===== src/logic/ksw_consts.svh =====
`ifndef KSW_CONSTS_SVH
`define KSW_CONSTS_SVH
// register byte offsets
`define KSW_CTRL_OFS 12'h000
`define KSW_STAT_OFS 12'h004
`define KSW_FAULT_OFS 12'h008
// control field positions
`define KSW_CTRL_RUN 0
`define KSW_CTRL_STOP 1
`define KSW_CTRL_AUTO 2
`define KSW_AUTO_RST 1'b0
// blink timing
`define KSW_CLK_MHZ 250
`define KSW_BLINK_MS 250
`define KSW_PAUSE_PHASES 4
`define KSW_FAULT_CLASSES 7
`endif


===== src/logic/ksw_pkg.sv =====
package ksw_pkg;
  // power-up sequence, gray along the path
  typedef enum logic [1:0] {
    KSW_DIAG = 2'b00,
    KSW_LOAD = 2'b01,
    KSW_OPER = 2'b11
  } ksw_state_t;
  // selector: top / middle / bottom
  typedef enum logic [1:0] {
    KSW_SEL_TOP = 2'b00,
    KSW_SEL_MID = 2'b01,
    KSW_SEL_BOT = 2'b10
  } ksw_sel_t;
  typedef struct packed {
    logic psel;
    logic penable;
    logic pwrite;
    logic [11:0] paddr;
    logic [31:0] pwdata;
  } ksw_apb_req_t;
  typedef struct packed {
    logic [31:0] prdata;
    logic pready;
    logic pslverr;
  } ksw_apb_rsp_t;
  typedef struct packed {
    logic ready;
    logic run;
    logic ser1;
    logic ser2;
    logic net;
    logic memPrt;
    logic bat;
    logic err;
  } ksw_led_t;
endpackage : ksw_pkg


===== src/logic/ksw_mode_leds.sv =====
// Function
// - protected power-up: no copy, warm restart
// - unprotected power-up: copy image, cold restart
// - slide to protect-off: accept edits, start
// - key to start: accept edits, start
// - ready lamp after diagnostics pass
// - run lamp steady running, else blinks codes
// - activity lamp per serial and network port
// - amber lamp while write protected
// - red lamp when battery low
// - red lamp on network error
// - ram sizing, run output, stack: two
// - backplane bus faults: three blinks
// - communication faults: four blinks
// - ram address five, ram data six
// - executive seven, kernel or flash eight
// - port1 full modem, port2 rts/cts only
// - protect changes act immediately
//
// The placing of the registers and the APB interface to the registers are this design's own decisions.
`include "ksw_consts.svh"
module ksw_mode_leds
  import ksw_pkg::*;
#(
  // cycles per blink phase; large, so a bench may shorten it
  parameter int unsigned BLINK_PHASE_CYC = `KSW_BLINK_MS * 1000 * `KSW_CLK_MHZ
) (
  input wire logic clk,
  input wire logic reset_n,
  input wire logic clkEn,
  input wire ksw_apb_req_t apbReq,
  output ksw_apb_rsp_t apbRsp,
  input wire ksw_sel_t selPos, // selector position
  input wire logic keyVariant, // 1 key switch, 0 slide switch
  input wire logic diagDone,
  input wire logic diagPass,
  input wire logic copyDone, // image copy finished
  output logic copyReq,
  output logic coldStart,
  output logic warmStart,
  output logic ctrlRun,
  input wire logic editReq,
  output logic editAck,
  output logic editNak,
  output logic editDiscard,
  input wire logic [2:0] portAct, // ser1, ser2, network
  input wire logic batLow,
  input wire logic netErr,
  input wire logic [`KSW_FAULT_CLASSES-1:0] faultIn, // bit i: i+2 blinks
  input wire logic kernelMode,
  input wire logic [1:0] txReq,
  output logic [1:0] txGo,
  output logic ser1Rts,
  output logic ser1Dtr,
  input wire logic ser1Cts,
  input wire logic ser1Dsr,
  input wire logic ser1Cd,
  output logic ser2Rts,
  input wire logic ser2Cts,
  output ksw_led_t leds
);

  ////////////////////////////////////////////////////////////////////
  // state
  ksw_state_t state_ff, nxt_state;
  ksw_sel_t selPrev_ff;
  logic run_ff, nxt_run; // controller running
  logic edit_ff, nxt_edit; // terminal edits accepted
  logic ready_ff; // diagnostics passed
  logic auto_ff; // warm restart resumes running
  logic cold_ff, warm_ff, discard_ff;
  logic ack_ff, nak_ff;
  logic [`KSW_FAULT_CLASSES-1:0] fault_ff; // latched fatal classes
  logic [31:0] prdata_ff;
  ksw_led_t leds_ff;

  ////////////////////////////////////////////////////////////////////
  // selector decode
  wire isProt = (selPos != KSW_SEL_BOT);
  wire selMoved = (selPos != selPrev_ff);
  wire oper = (state_ff == KSW_OPER);

  ////////////////////////////////////////////////////////////////////
  // apb decode
  wire apbSetup = apbReq.psel & ~apbReq.penable;
  wire apbAcc = apbReq.psel & apbReq.penable;
  wire hitCtrl = (apbReq.paddr == `KSW_CTRL_OFS);
  wire hitStat = (apbReq.paddr == `KSW_STAT_OFS);
  wire hitFault = (apbReq.paddr == `KSW_FAULT_OFS);
  wire hitAny = hitCtrl | hitStat | hitFault;
  wire ctrlWr = apbAcc & apbReq.pwrite & hitCtrl;
  // software start/stop only honoured while unprotected
  wire swRun = ctrlWr & apbReq.pwdata[`KSW_CTRL_RUN] & ~isProt;
  wire swStop = ctrlWr & apbReq.pwdata[`KSW_CTRL_STOP] & ~isProt;
  wire [31:0] statWord = {24'h000000, isProt, ready_ff, edit_ff,
    run_ff, kernelMode, state_ff, 1'b0};
  wire [31:0] rdMux = hitCtrl ? {29'h00000000, auto_ff, 2'b00} :
    hitStat ? statWord :
    hitFault ? {25'h0000000, fault_ff} : 32'h00000000;

  // zero-wait slave; read data captured in the setup cycle
  assign apbRsp.pready = 1'b1;
  assign apbRsp.pslverr = apbAcc & ~hitAny;
  assign apbRsp.prdata = prdata_ff;

  always_ff @(posedge clk or negedge reset_n) begin
    if (!reset_n) begin
      prdata_ff <= 32'h00000000;
      auto_ff <= `KSW_AUTO_RST;
    end else if (clkEn) begin
      if (apbSetup && !apbReq.pwrite) begin
        prdata_ff <= rdMux;
      end
      if (ctrlWr) begin
        auto_ff <= apbReq.pwdata[`KSW_CTRL_AUTO];
      end
    end
  end

  ////////////////////////////////////////////////////////////////////
  // power-up sequence and selector transitions
  always_comb begin
    nxt_state = state_ff;
    nxt_run = run_ff;
    nxt_edit = edit_ff;
    unique case (state_ff)
      KSW_DIAG: begin
        // hold here if diagnostics fail
        if (diagDone && diagPass) begin
          nxt_state = KSW_LOAD;
        end
      end
      KSW_LOAD: begin
        if (isProt) begin
          nxt_state = KSW_OPER;
          nxt_run = auto_ff & (keyVariant ? selPos != KSW_SEL_TOP : 1'b1);
          nxt_edit = 1'b0;
        end else if (copyDone) begin
          nxt_state = KSW_OPER;
          nxt_run = 1'b1;
          nxt_edit = 1'b1;
        end
      end
      KSW_OPER: begin
        if (selMoved) begin
          unique case (selPos)
            KSW_SEL_BOT: begin
              nxt_edit = 1'b1;
              nxt_run = 1'b1;
            end
            KSW_SEL_MID: begin
              nxt_edit = 1'b0;
            end
            default: begin
              nxt_edit = 1'b0;
              if (keyVariant) begin
                nxt_run = 1'b0;
              end
            end
          endcase
        end else if (swRun) begin
          nxt_run = 1'b1;
        end else if (swStop) begin
          nxt_run = 1'b0;
        end
      end
      default: nxt_state = KSW_DIAG;
    endcase
  end

  // copy request held through the load state when unprotected
  assign copyReq = (state_ff == KSW_LOAD) & ~isProt;

  always_ff @(posedge clk or negedge reset_n) begin
    if (!reset_n) begin
      state_ff <= KSW_DIAG;
      selPrev_ff <= KSW_SEL_TOP;
      run_ff <= 1'b0;
      edit_ff <= 1'b0;
      ready_ff <= 1'b0;
      cold_ff <= 1'b0;
      warm_ff <= 1'b0;
      discard_ff <= 1'b0;
    end else if (clkEn) begin
      state_ff <= nxt_state;
      selPrev_ff <= selPos;
      run_ff <= nxt_run;
      edit_ff <= nxt_edit;
      ready_ff <= ready_ff | (diagDone & diagPass);
      cold_ff <= (state_ff == KSW_LOAD) & ~isProt & copyDone;
      warm_ff <= (state_ff == KSW_LOAD) & isProt;
      // key to stop voids pending edits
      discard_ff <= oper & selMoved & keyVariant & (selPos == KSW_SEL_TOP);
    end
  end

  assign coldStart = cold_ff;
  assign warmStart = warm_ff;
  assign ctrlRun = run_ff;
  assign editDiscard = discard_ff;

  ////////////////////////////////////////////////////////////////////
  // terminal edit answers; protection is read live, not from edit_ff
  always_ff @(posedge clk or negedge reset_n) begin
    if (!reset_n) begin
      ack_ff <= 1'b0;
      nak_ff <= 1'b0;
    end else if (clkEn) begin
      ack_ff <= editReq & oper & edit_ff & ~isProt;
      nak_ff <= editReq & ~(oper & edit_ff & ~isProt);
    end
  end

  assign editAck = ack_ff;
  assign editNak = nak_ff;

  ////////////////////////////////////////////////////////////////////
  // serial handshakes: port1 full modem, port2 direct link only
  assign ser1Rts = txReq[0];
  assign ser1Dtr = ready_ff;
  assign ser2Rts = txReq[1];
  assign txGo[0] = txReq[0] & ser1Cts & ser1Dsr & ser1Cd;
  assign txGo[1] = txReq[1] & ser2Cts;

  ////////////////////////////////////////////////////////////////////
  // fatal fault latch, one flop per class
  genvar gi;
  generate
    for (gi = 0; gi < `KSW_FAULT_CLASSES; gi++) begin : g_fault
      always_ff @(posedge clk or negedge reset_n) begin
        if (!reset_n) begin
          fault_ff[gi] <= 1'b0;
        end else if (clkEn && faultIn[gi]) begin
          fault_ff[gi] <= 1'b1;
        end
      end
    end
  endgenerate

  // lowest class wins: blinks = index + 2
  logic [3:0] blinkTarget;
  always_comb begin
    blinkTarget = 4'h0;
    for (int i = `KSW_FAULT_CLASSES - 1; i >= 0; i--) begin
      if (fault_ff[i]) begin
        blinkTarget = 4'(i + 2);
      end
    end
  end

  ////////////////////////////////////////////////////////////////////
  // blink engine: on/off phases, then a longer pause
  localparam int unsigned PW = $clog2(BLINK_PHASE_CYC + 1);
  logic [PW-1:0] phase_ff;
  logic lit_ff; // lamp state within a group
  logic [3:0] count_ff; // blinks shown in this group
  logic [2:0] pause_ff; // pause phases left
  wire phaseEnd = (phase_ff == PW'(BLINK_PHASE_CYC - 1));
  wire blinking = kernelMode | (blinkTarget != 4'h0);

  always_ff @(posedge clk or negedge reset_n) begin
    if (!reset_n) begin
      phase_ff <= '0;
      lit_ff <= 1'b0;
      count_ff <= 4'h0;
      pause_ff <= 3'h0;
    end else if (clkEn) begin
      phase_ff <= (phaseEnd || !blinking) ? '0 : phase_ff + 1'b1;
      if (!blinking) begin
        lit_ff <= 1'b0;
        count_ff <= 4'h0;
        pause_ff <= 3'h0;
      end else if (phaseEnd) begin
        if (kernelMode) begin
          lit_ff <= ~lit_ff;
        end else if (pause_ff != 3'h0) begin
          pause_ff <= pause_ff - 1'b1;
        end else if (lit_ff) begin
          lit_ff <= 1'b0;
          // a class found mid-group may lower the target below the count
          if (count_ff + 1'b1 >= blinkTarget) begin
            count_ff <= 4'h0;
            pause_ff <= 3'(`KSW_PAUSE_PHASES);
          end else begin
            count_ff <= count_ff + 1'b1;
          end
        end else begin
          lit_ff <= 1'b1;
        end
      end
    end
  end

  ////////////////////////////////////////////////////////////////////
  // lamp registers
  always_ff @(posedge clk or negedge reset_n) begin
    if (!reset_n) begin
      leds_ff <= '0;
    end else if (clkEn) begin
      leds_ff.ready <= ready_ff;
      leds_ff.run <= blinking ? lit_ff : (run_ff & oper);
      leds_ff.ser1 <= portAct[0];
      leds_ff.ser2 <= portAct[1];
      leds_ff.net <= portAct[2];
      leds_ff.memPrt <= isProt;
      leds_ff.bat <= batLow;
      leds_ff.err <= netErr;
    end
  end

  assign leds = leds_ff;

endmodule : ksw_mode_leds


===== config.mk =====
export PLATFORM = sky130hd
export DESIGN_NAME = ksw_mode_leds
export DESIGN_NICKNAME = d
export VERILOG_FILES = /design/src/logic/ksw_pkg.sv /design/src/logic/ksw_mode_leds.sv
export VERILOG_INCLUDE_DIRS = /design/src /design/src/logic
export SDC_FILE = /design/constraint.sdc
export NUM_CORES = 1
export LEC_CHECK = 0
export BUFFER_PORTS_ARGS = -buffer_cell sky130_fd_sc_hd__buf_2
export CORE_MARGIN = 4
export CORE_UTILIZATION = 50
export CTS_CLUSTER_SIZE = 25
export DETAILED_ROUTE_END_ITERATION = 10
export PLACE_DENSITY = 0.85
export SETUP_SLACK_MARGIN = 0.3
export SLEW_MARGIN = 20
export SYNTH_ARGS = -nofsm -noshare
export SYNTH_HDL_FRONTEND = slang
export SYNTH_SLANG_ARGS = --single-unit

===== constraint.sdc =====
create_clock -name clk -period 3.4 [get_ports clk]
set_clock_uncertainty 0.1 [all_clocks]
set_input_delay 0.17 -clock clk [delete_from_list [all_inputs] [get_ports clk]]
set_output_delay 0.17 -clock clk [all_outputs]
set_load 0.01 [all_outputs]

==> results.yml, run 1 <==
timing:
  worst_slew_margin_rel_pct: 42.3
  timing.final.max_slew_violations: 0
  fin_crit_sh_pct: 87.6
  timing.setup.tns_ns: 0
  layout_setup_ws_ns: 0.421
  maxClockFrequency_ghz: 0.336
  tightest_slew_ns: 0.854
  finalSetupViolations: 0
  rsz_0062_raised_after_global_routing: "yes"
  hold_violations: 0
  finalWorstPathRequiredPeriod_ns: 2.98
grt:
  grt_start_max_net_pins: 38
  antenna_found_initial: 0
  grt_use_total_pct: 20.0
  grt_pass1_vias: 3243
  global_route_wire_length_before_repair_um: 14600
  aggregate_global_routing_overflow: 0
critical_path:
  setup.worst_path.end_class: "register"
  timing.reg2reg.worst_path_depth: 9
  worst_ep_arrival_time_ns: 3.15
  cp_slowest_stage_delay_ns: 0.58
  worst_setup_path_startpoint: "fault_ff[5]"
  timing.critical_path.from_type: "register"
  regToRegEndpoint: "count_ff[0]"
  worstPathCellList: "or4_4 > nor3_1 > nand2_1 > ha_1 > a2111oi_4 > nor3_1 > or4b_1 > nand2b_4 > mux2i_1"
  crit_path_end: "count_ff[0]"
  worst_r2r_startpoint: "fault_ff[5]"
  timing.critical_path.slowest_stage_cell: "sky130_fd_sc_hd__or4_4"
  largest_fanout_on_the_critical_path: 5
  worst_ep_required_time_ns: 3.57
  reg2reg_slack_ns: 0.42
  crit_path_frequent_cell: "sky130_fd_sc_hd__nor3_1"
  worstSetupPathType: "register to register"
worst_hold_path:
  worstHoldPathType: "primary input to register"
  whs_path_depth: 2
pwr:
  cellLeakagePower_nw: 2.17
  power_switching_uw: 513
  cellPowerDensity_nw_per_um2: 411
  power.clock.fraction_pct: 37.2
  p_int_mw: 1.38
  vdd.ir_drop.worst_mv: 0.299
  sequentialPowerShare_pct: 49.6
  power_switching_share_pct: 27.1
  share_comb_of_total_power_pct: 13.2
  fin_total_pwr_mw: 1.90
final_layout:
  antenna_cells: 0
  fin_nets: 575
  drive_gt1_share_pct: 24.3
  most_common_cell_after_layout_fill_and_taps_aside: "sky130_fd_sc_hd__buf_2"
  final_cell_mix: "sky130_fd_sc_hd__buf_2 (75), sky130_fd_sc_hd__dfrtp_1 (70), sky130_fd_sc_hd__nor2_1 (54), sky130_fd_sc_hd__nand2_1 (31), sky130_fd_sc_hd__conb_1 (25)"
  area_growth_pct: 19.1
run:
  cap_viol_max_count: 0
detailed_routing:
  route.met2.wl_um: 4090
  via_count_of_the_routed_design: 3254
  route.met3.wl_um: 632
  post-route-drc-count: 0
  avgRoutedWirePerCell_um: 14.0
  finalWirelength_um: 8360
  drt.antenna.violating_nets: 0
  detail_route.wirelength.met1_um: 3520
  top_layer_used: "met4"
  drt_pass1_iterations: 4
  drt-initial-drc-count: 229
  route.detailed.vias_per_inst: 5.46
floorplanning:
  ioPinCount: 130
  dieArea_sq_um: 9220
  initial_utilization_pct: 52.3
  core_area_sq_um: 7410
  die_height_um: 96.0
  num_rows: 31
  die_w_um: 96.0
placement:
  place_congestion: 0.915
  port-buffer-count: 75
  worst_setup_slack_before_clock_tree_synthesis_ns: 0.408
  hpwlAfterDp_um: 6040
synthesis:
  synth-warning-count: 0
  synthFlopType: "sky130_fd_sc_hd__dfrtp_1"
  postSynthRegisterBits: 70
  number_of_synthesized_flops_with_an_enable_pin: 0
  syn-mean-instance-area_sq_um: 9.59
  async_flop_share_pct: 100
  synth.cell_area_sq_um: 3870
  synth-seq-area-share_pct: 45.2
  postSynthCellCount: 404
  netlist-cell-type-count: 66
clock_tree:
  insertion_delay_ns: 0.35
  cts_max_path_buffers: 2
  clkTransAtPathRegs_ns: 0.08
  numCtsBuffers: 9
  cts_post_setup_buffers_inserted: 0
  cts_sink_count: 70
  tritoncts: "built"
  clock_tree.htree_level_count: 3
  clock_tree.root_cell: "sky130_fd_sc_hd__clkbuf_8"
run_status:
  outcome: "finished, final reports clean"
-- sequential cells by signal (all words and copies together), names as in the netlist, 2 cells and up --
name and cells:
phase_ff 26, prdata_ff 8, state_ff 2, fault_ff 7, pause_ff 3, count_ff 4
selPrev_ff 2, leds 8
-- worst min path at each step --
stage / to / slack (ns) / start
2_1_floorplan: auto_ff / -0.23 / reset_n
4_1_cts: prdata_ff[7] / 0.02 / apbReq[34]
3_3_place_gp: leds[3] / 0.16 / reset_n
5_1_grt: prdata_ff[7] / 0.04 / apbReq[34]
3_5_place_dp: leds[3] / 0.17 / reset_n
6_report: prdata_ff[7] / 0.04 / apbReq[34]
-- kinds of logic (layout without fill, tap and decap cells) --
logic type | Yosys count | count (layout) | synth area share, %
multiplexers | 13 | 13 | 3.71
buffers and inverters | 59 | 129 | 8.75
other | 2 | 25 | 0.194
XOR/XNOR | 27 | 27 | 6.10
adder cells (fa/ha/maj) | 8 | 8 | 2.52
flip-flops | 70 | 70 | 45.2
AO/OA/AOI/OAI | 57 | 57 | 10.0
AND/OR/NAND/NOR | 168 | 168 | 23.5
-- layer usage --
metal	global-route usage (%)	up-vias
li1	-	1543
met1	25.5	1580
met2	32.2	120
met3	5.39	11
met4	8.06	0
met5	0	-
-- what timing repair did --
item / CTS / global route
gates resized for setup: 0 / 1
setup endpoints to repair: 0 / 5
hold buffers: 18 / 0
endpoints found under the hold margin: 50 / 0
-- area by class of cell --
cell class	count	area, sq um
clock inverters	4	53.8
clock buffers	12	155
multi-input cells	298	1880
inverters	16	60.1
flip-flops and latches	70	1750
well taps	99	124
repair buffers	97	586
fillers	590	2800
-- worst max-delay path: cells and delay by family, from the launching register on --
kind / cells / cell delay [ns]
and+or+nand+nor: 6 / 1.63
DFF: 1 / 0.43
adders and majority gates: 1 / 0.24
AOI/OAI and AO/OA: 1 / 0.37
muxes: 1 / 0.14
-- stage by stage --
step	hold WS [ns]	instances	util (%)	cell area, sq um
global route	0.0383	596	62.3	4610
CTS	0.0201	596	62.1	4600
detailed placement	0.173	562	56.8	4210
floorplan	-0.226	427	-	3960
finish	0.0354	596	62.3	4610
global placement	0.162	562	56.8	4210
-- power groups by stage --
stage          sequential (mW)  clock (mW)  combinational [mW]
2_1_floorplan            0.954           0               0.151
3_3_place_gp             0.952           0               0.222
3_5_place_dp             0.955           0               0.233
4_1_cts                  0.939       0.715               0.249
5_1_grt                  0.951       0.762               0.284
6_report                 0.940       0.705               0.251
-- synth_stat cells, drive strengths merged, types with 2 or more instances --
master	n	area share (%)
dfrtp	70	45
nor2	56	5.7
buf	34	6.3
nand2	31	3.0
inv	16	1.5
nand3	16	2.1
o21ai	15	1.9
xor2	15	3.4
xnor2	12	2.7
a21oi	11	1.4
mux2	11	3.2
nand4	10	1.8
clkbuf	9	0.87
nor3	9	1.3
and3	7	1.2
ha	7	2.3
a21o	6	1.2
and4	5	1.2
nand2b	5	1.0
or4	5	1.1
a22oi	4	0.77
nor4	4	1.2
a221oi	3	0.68
a31oi	3	0.48
and2	3	0.52
nor2b	3	0.48
nor3b	3	0.58
o41ai	3	0.68
conb	2	0.19
mux2i	2	0.52
nor4b	2	0.45
or3	2	0.32
or4b	2	0.52
No activity file was read; power rests on OpenSTA's default activity.
==> run 2, diff against run 1 <==
--- a/config.mk
+++ b/config.mk
@@ -12,6 +12,7 @@
 export CTS_CLUSTER_SIZE = 25
 export DETAILED_ROUTE_END_ITERATION = 10
 export PLACE_DENSITY = 0.85
+export REMOVE_ABC_BUFFERS = 1
 export SETUP_SLACK_MARGIN = 0.3
 export SLEW_MARGIN = 20
 export SYNTH_ARGS = -nofsm -noshare
==> run 2 against run 1 <==
Critical endpoint is now count_ff[3]. Via count down 1.2%. Register-to-register slack better by 0.05 ns. First-iteration DRC count down 19%.
==> results.yml, run 2 (synthesis results as in run 1) <==
critical_path:
  worst_ep_arrival_time_ns: 3.10
  timing.critical_path.from_type: "register"
  timing.reg2reg.worst_path_depth: 9
  worstSetupPathType: "register to register"
  largest_fanout_on_the_critical_path: 5
  worst_ep_required_time_ns: 3.57
  setup.worst_path.end_class: "register"
final_layout:
  drive_gt1_share_pct: 24.8
  largest_register_ff_count: 26
  fin_nets: 573
  instances_no_fill: 594
  final_cell_mix: "sky130_fd_sc_hd__buf_2 (75), sky130_fd_sc_hd__dfrtp_1 (70), sky130_fd_sc_hd__nor2_1 (54), sky130_fd_sc_hd__nand2_1 (31), sky130_fd_sc_hd__conb_1 (25)"
  area_growth_pct: 19.2
  most_common_cell_after_layout_fill_and_taps_aside: "sky130_fd_sc_hd__buf_2"
  post-route-util_pct: 62.3
  antenna_cells: 0
  largest-register: "phase_ff"
grt:
  grt_use_total_pct: 20.2
  grt_start_max_net_pins: 52
  aggregate_global_routing_overflow: 0
  global_route_wire_length_before_repair_um: 14700
  grt_pass1_vias: 3224
  antenna_found_initial: 0
floorplanning:
  die_height_um: 96.0
  initial_utilization_pct: 52.3
  core_area_sq_um: 7410
  dieArea_sq_um: 9220
  die_w_um: 96.0
  num_rows: 31
  ioPinCount: 130
worst_hold_path:
  worstHoldPathType: "primary input to register"
  whs_path_depth: 3
timing:
  tightest_slew_ns: 0.808
  finalSetupViolations: 0
  finalWorstPathRequiredPeriod_ns: 2.93
  timing.final.max_slew_violations: 0
  worst_hold_slack_ns: 0.0268
  rsz_0062_raised_after_global_routing: "no"
  timing.setup.tns_ns: 0
  hold_violations: 0
  maxClockFrequency_ghz: 0.341
  worst_slew_margin_rel_pct: 45.4
  fin_crit_sh_pct: 86.3
placement:
  numPlacedInstances: 562
  hpwlAfterDp_um: 6150
  place_congestion: 0.851
  port-buffer-count: 75
detailed_routing:
  post-route-drc-count: 0
  route.detailed.vias_per_inst: 5.41
  drt-initial-drc-count: 186
  drt_pass1_iterations: 4
  drt.antenna.violating_nets: 0
  avgRoutedWirePerCell_um: 14.4
  via_count_of_the_routed_design: 3215
  finalWirelength_um: 8550
clock_tree:
  clock_tree.root_cell: "sky130_fd_sc_hd__clkbuf_8"
  cts_max_path_buffers: 2
  tritoncts: "built"
  cts_sink_count: 70
  insertion_delay_ns: 0.35
  numCtsBuffers: 9
  clock_tree.htree_level_count: 3
  clkTransAtPathRegs_ns: 0.08
  cts_post_setup_buffers_inserted: 0
pwr:
  cellLeakagePower_nw: 2.18
  fin_total_pwr_mw: 1.97
  cellPowerDensity_nw_per_um2: 426
  vdd.ir_drop.worst_mv: 0.243
run_status:
  outcome: "finished, final reports clean"
run:
  cap_viol_max_count: 0
[run 2: cell type report]
type | instances | area, sq um
Tap cell | 99 | 124
Clock inverter | 7 | 105
Clock buffer | 9 | 124
Multi-Input combinational cell | 298 | 1890
Inverter | 16 | 60.1
Timing Repair Buffer | 95 | 566
Fill cell | 614 | 2790
Sequential cell | 70 | 1750
[run 2: worst max-delay path: stages, from the launching register on]
cell and delay, ns:
sky130_fd_sc_hd__dfrtp_1 0.43, sky130_fd_sc_hd__or4_4 0.58, sky130_fd_sc_hd__nor3_2 0.11, sky130_fd_sc_hd__nand2_1 0.07
sky130_fd_sc_hd__ha_1 0.24, sky130_fd_sc_hd__a2111oi_4 0.38, sky130_fd_sc_hd__nor3_1 0.12, sky130_fd_sc_hd__or4b_1 0.50
sky130_fd_sc_hd__nand2b_4 0.17, sky130_fd_sc_hd__o21ai_1 0.13
[run 2: path summary, 6_finish.rpt]
| kind | end | slack (ns) | startpoint |
|---|---|---|---|
| setup / recovery | count_ff[3] | 0.47 | fault_ff[5] |
| hold / removal | ser1Dtr | 0.03 | diagPass |
| setup reg to reg | count_ff[3] | 0.47 | fault_ff[5] |
| hold reg to reg | pause_ff[1] | 0.38 | pause_ff[0] |
| max in group asynchronous | phase_ff[24] | 2.03 | reset_n |
| min in group asynchronous | fault_ff[5] | 0.20 | reset_n |
[run 2: repair_timing]
action,in CTS,in global routing
endpoints found under the hold margin,35,0
resized for setup,0,2
endpoints found under the setup margin,0,5
hold buffers,16,0
[run 2: per-layer routing]
layer | share of wire, % | up-vias | wire length [um] | track usage, %
li1 | - | 1536 | - | -
met1 | 41 | 1542 | 3510 | 25.2
met2 | 50 | 121 | 4260 | 34.0
met3 | 7.2 | 16 | 618 | 3.99
met4 | 2.0 | 0 | 169 | 8.89
met5 | 0 | - | 0 | 0
[run 2: metrics by stage]
step	setup slack [ns]	area, sq um
final	0.467	4620
after global routing	0.294	4620
after CTS	0.399	4600
after detailed placement	0.408	4210
after global placement	0.513	4210
after floorplan	0.629	3680
[run 2: report_power, final]
group          switching (mW)  internal [mW]
combinational           0.138          0.113
sequential             0.0567          0.887
clock                   0.349          0.424
total                   0.544           1.42
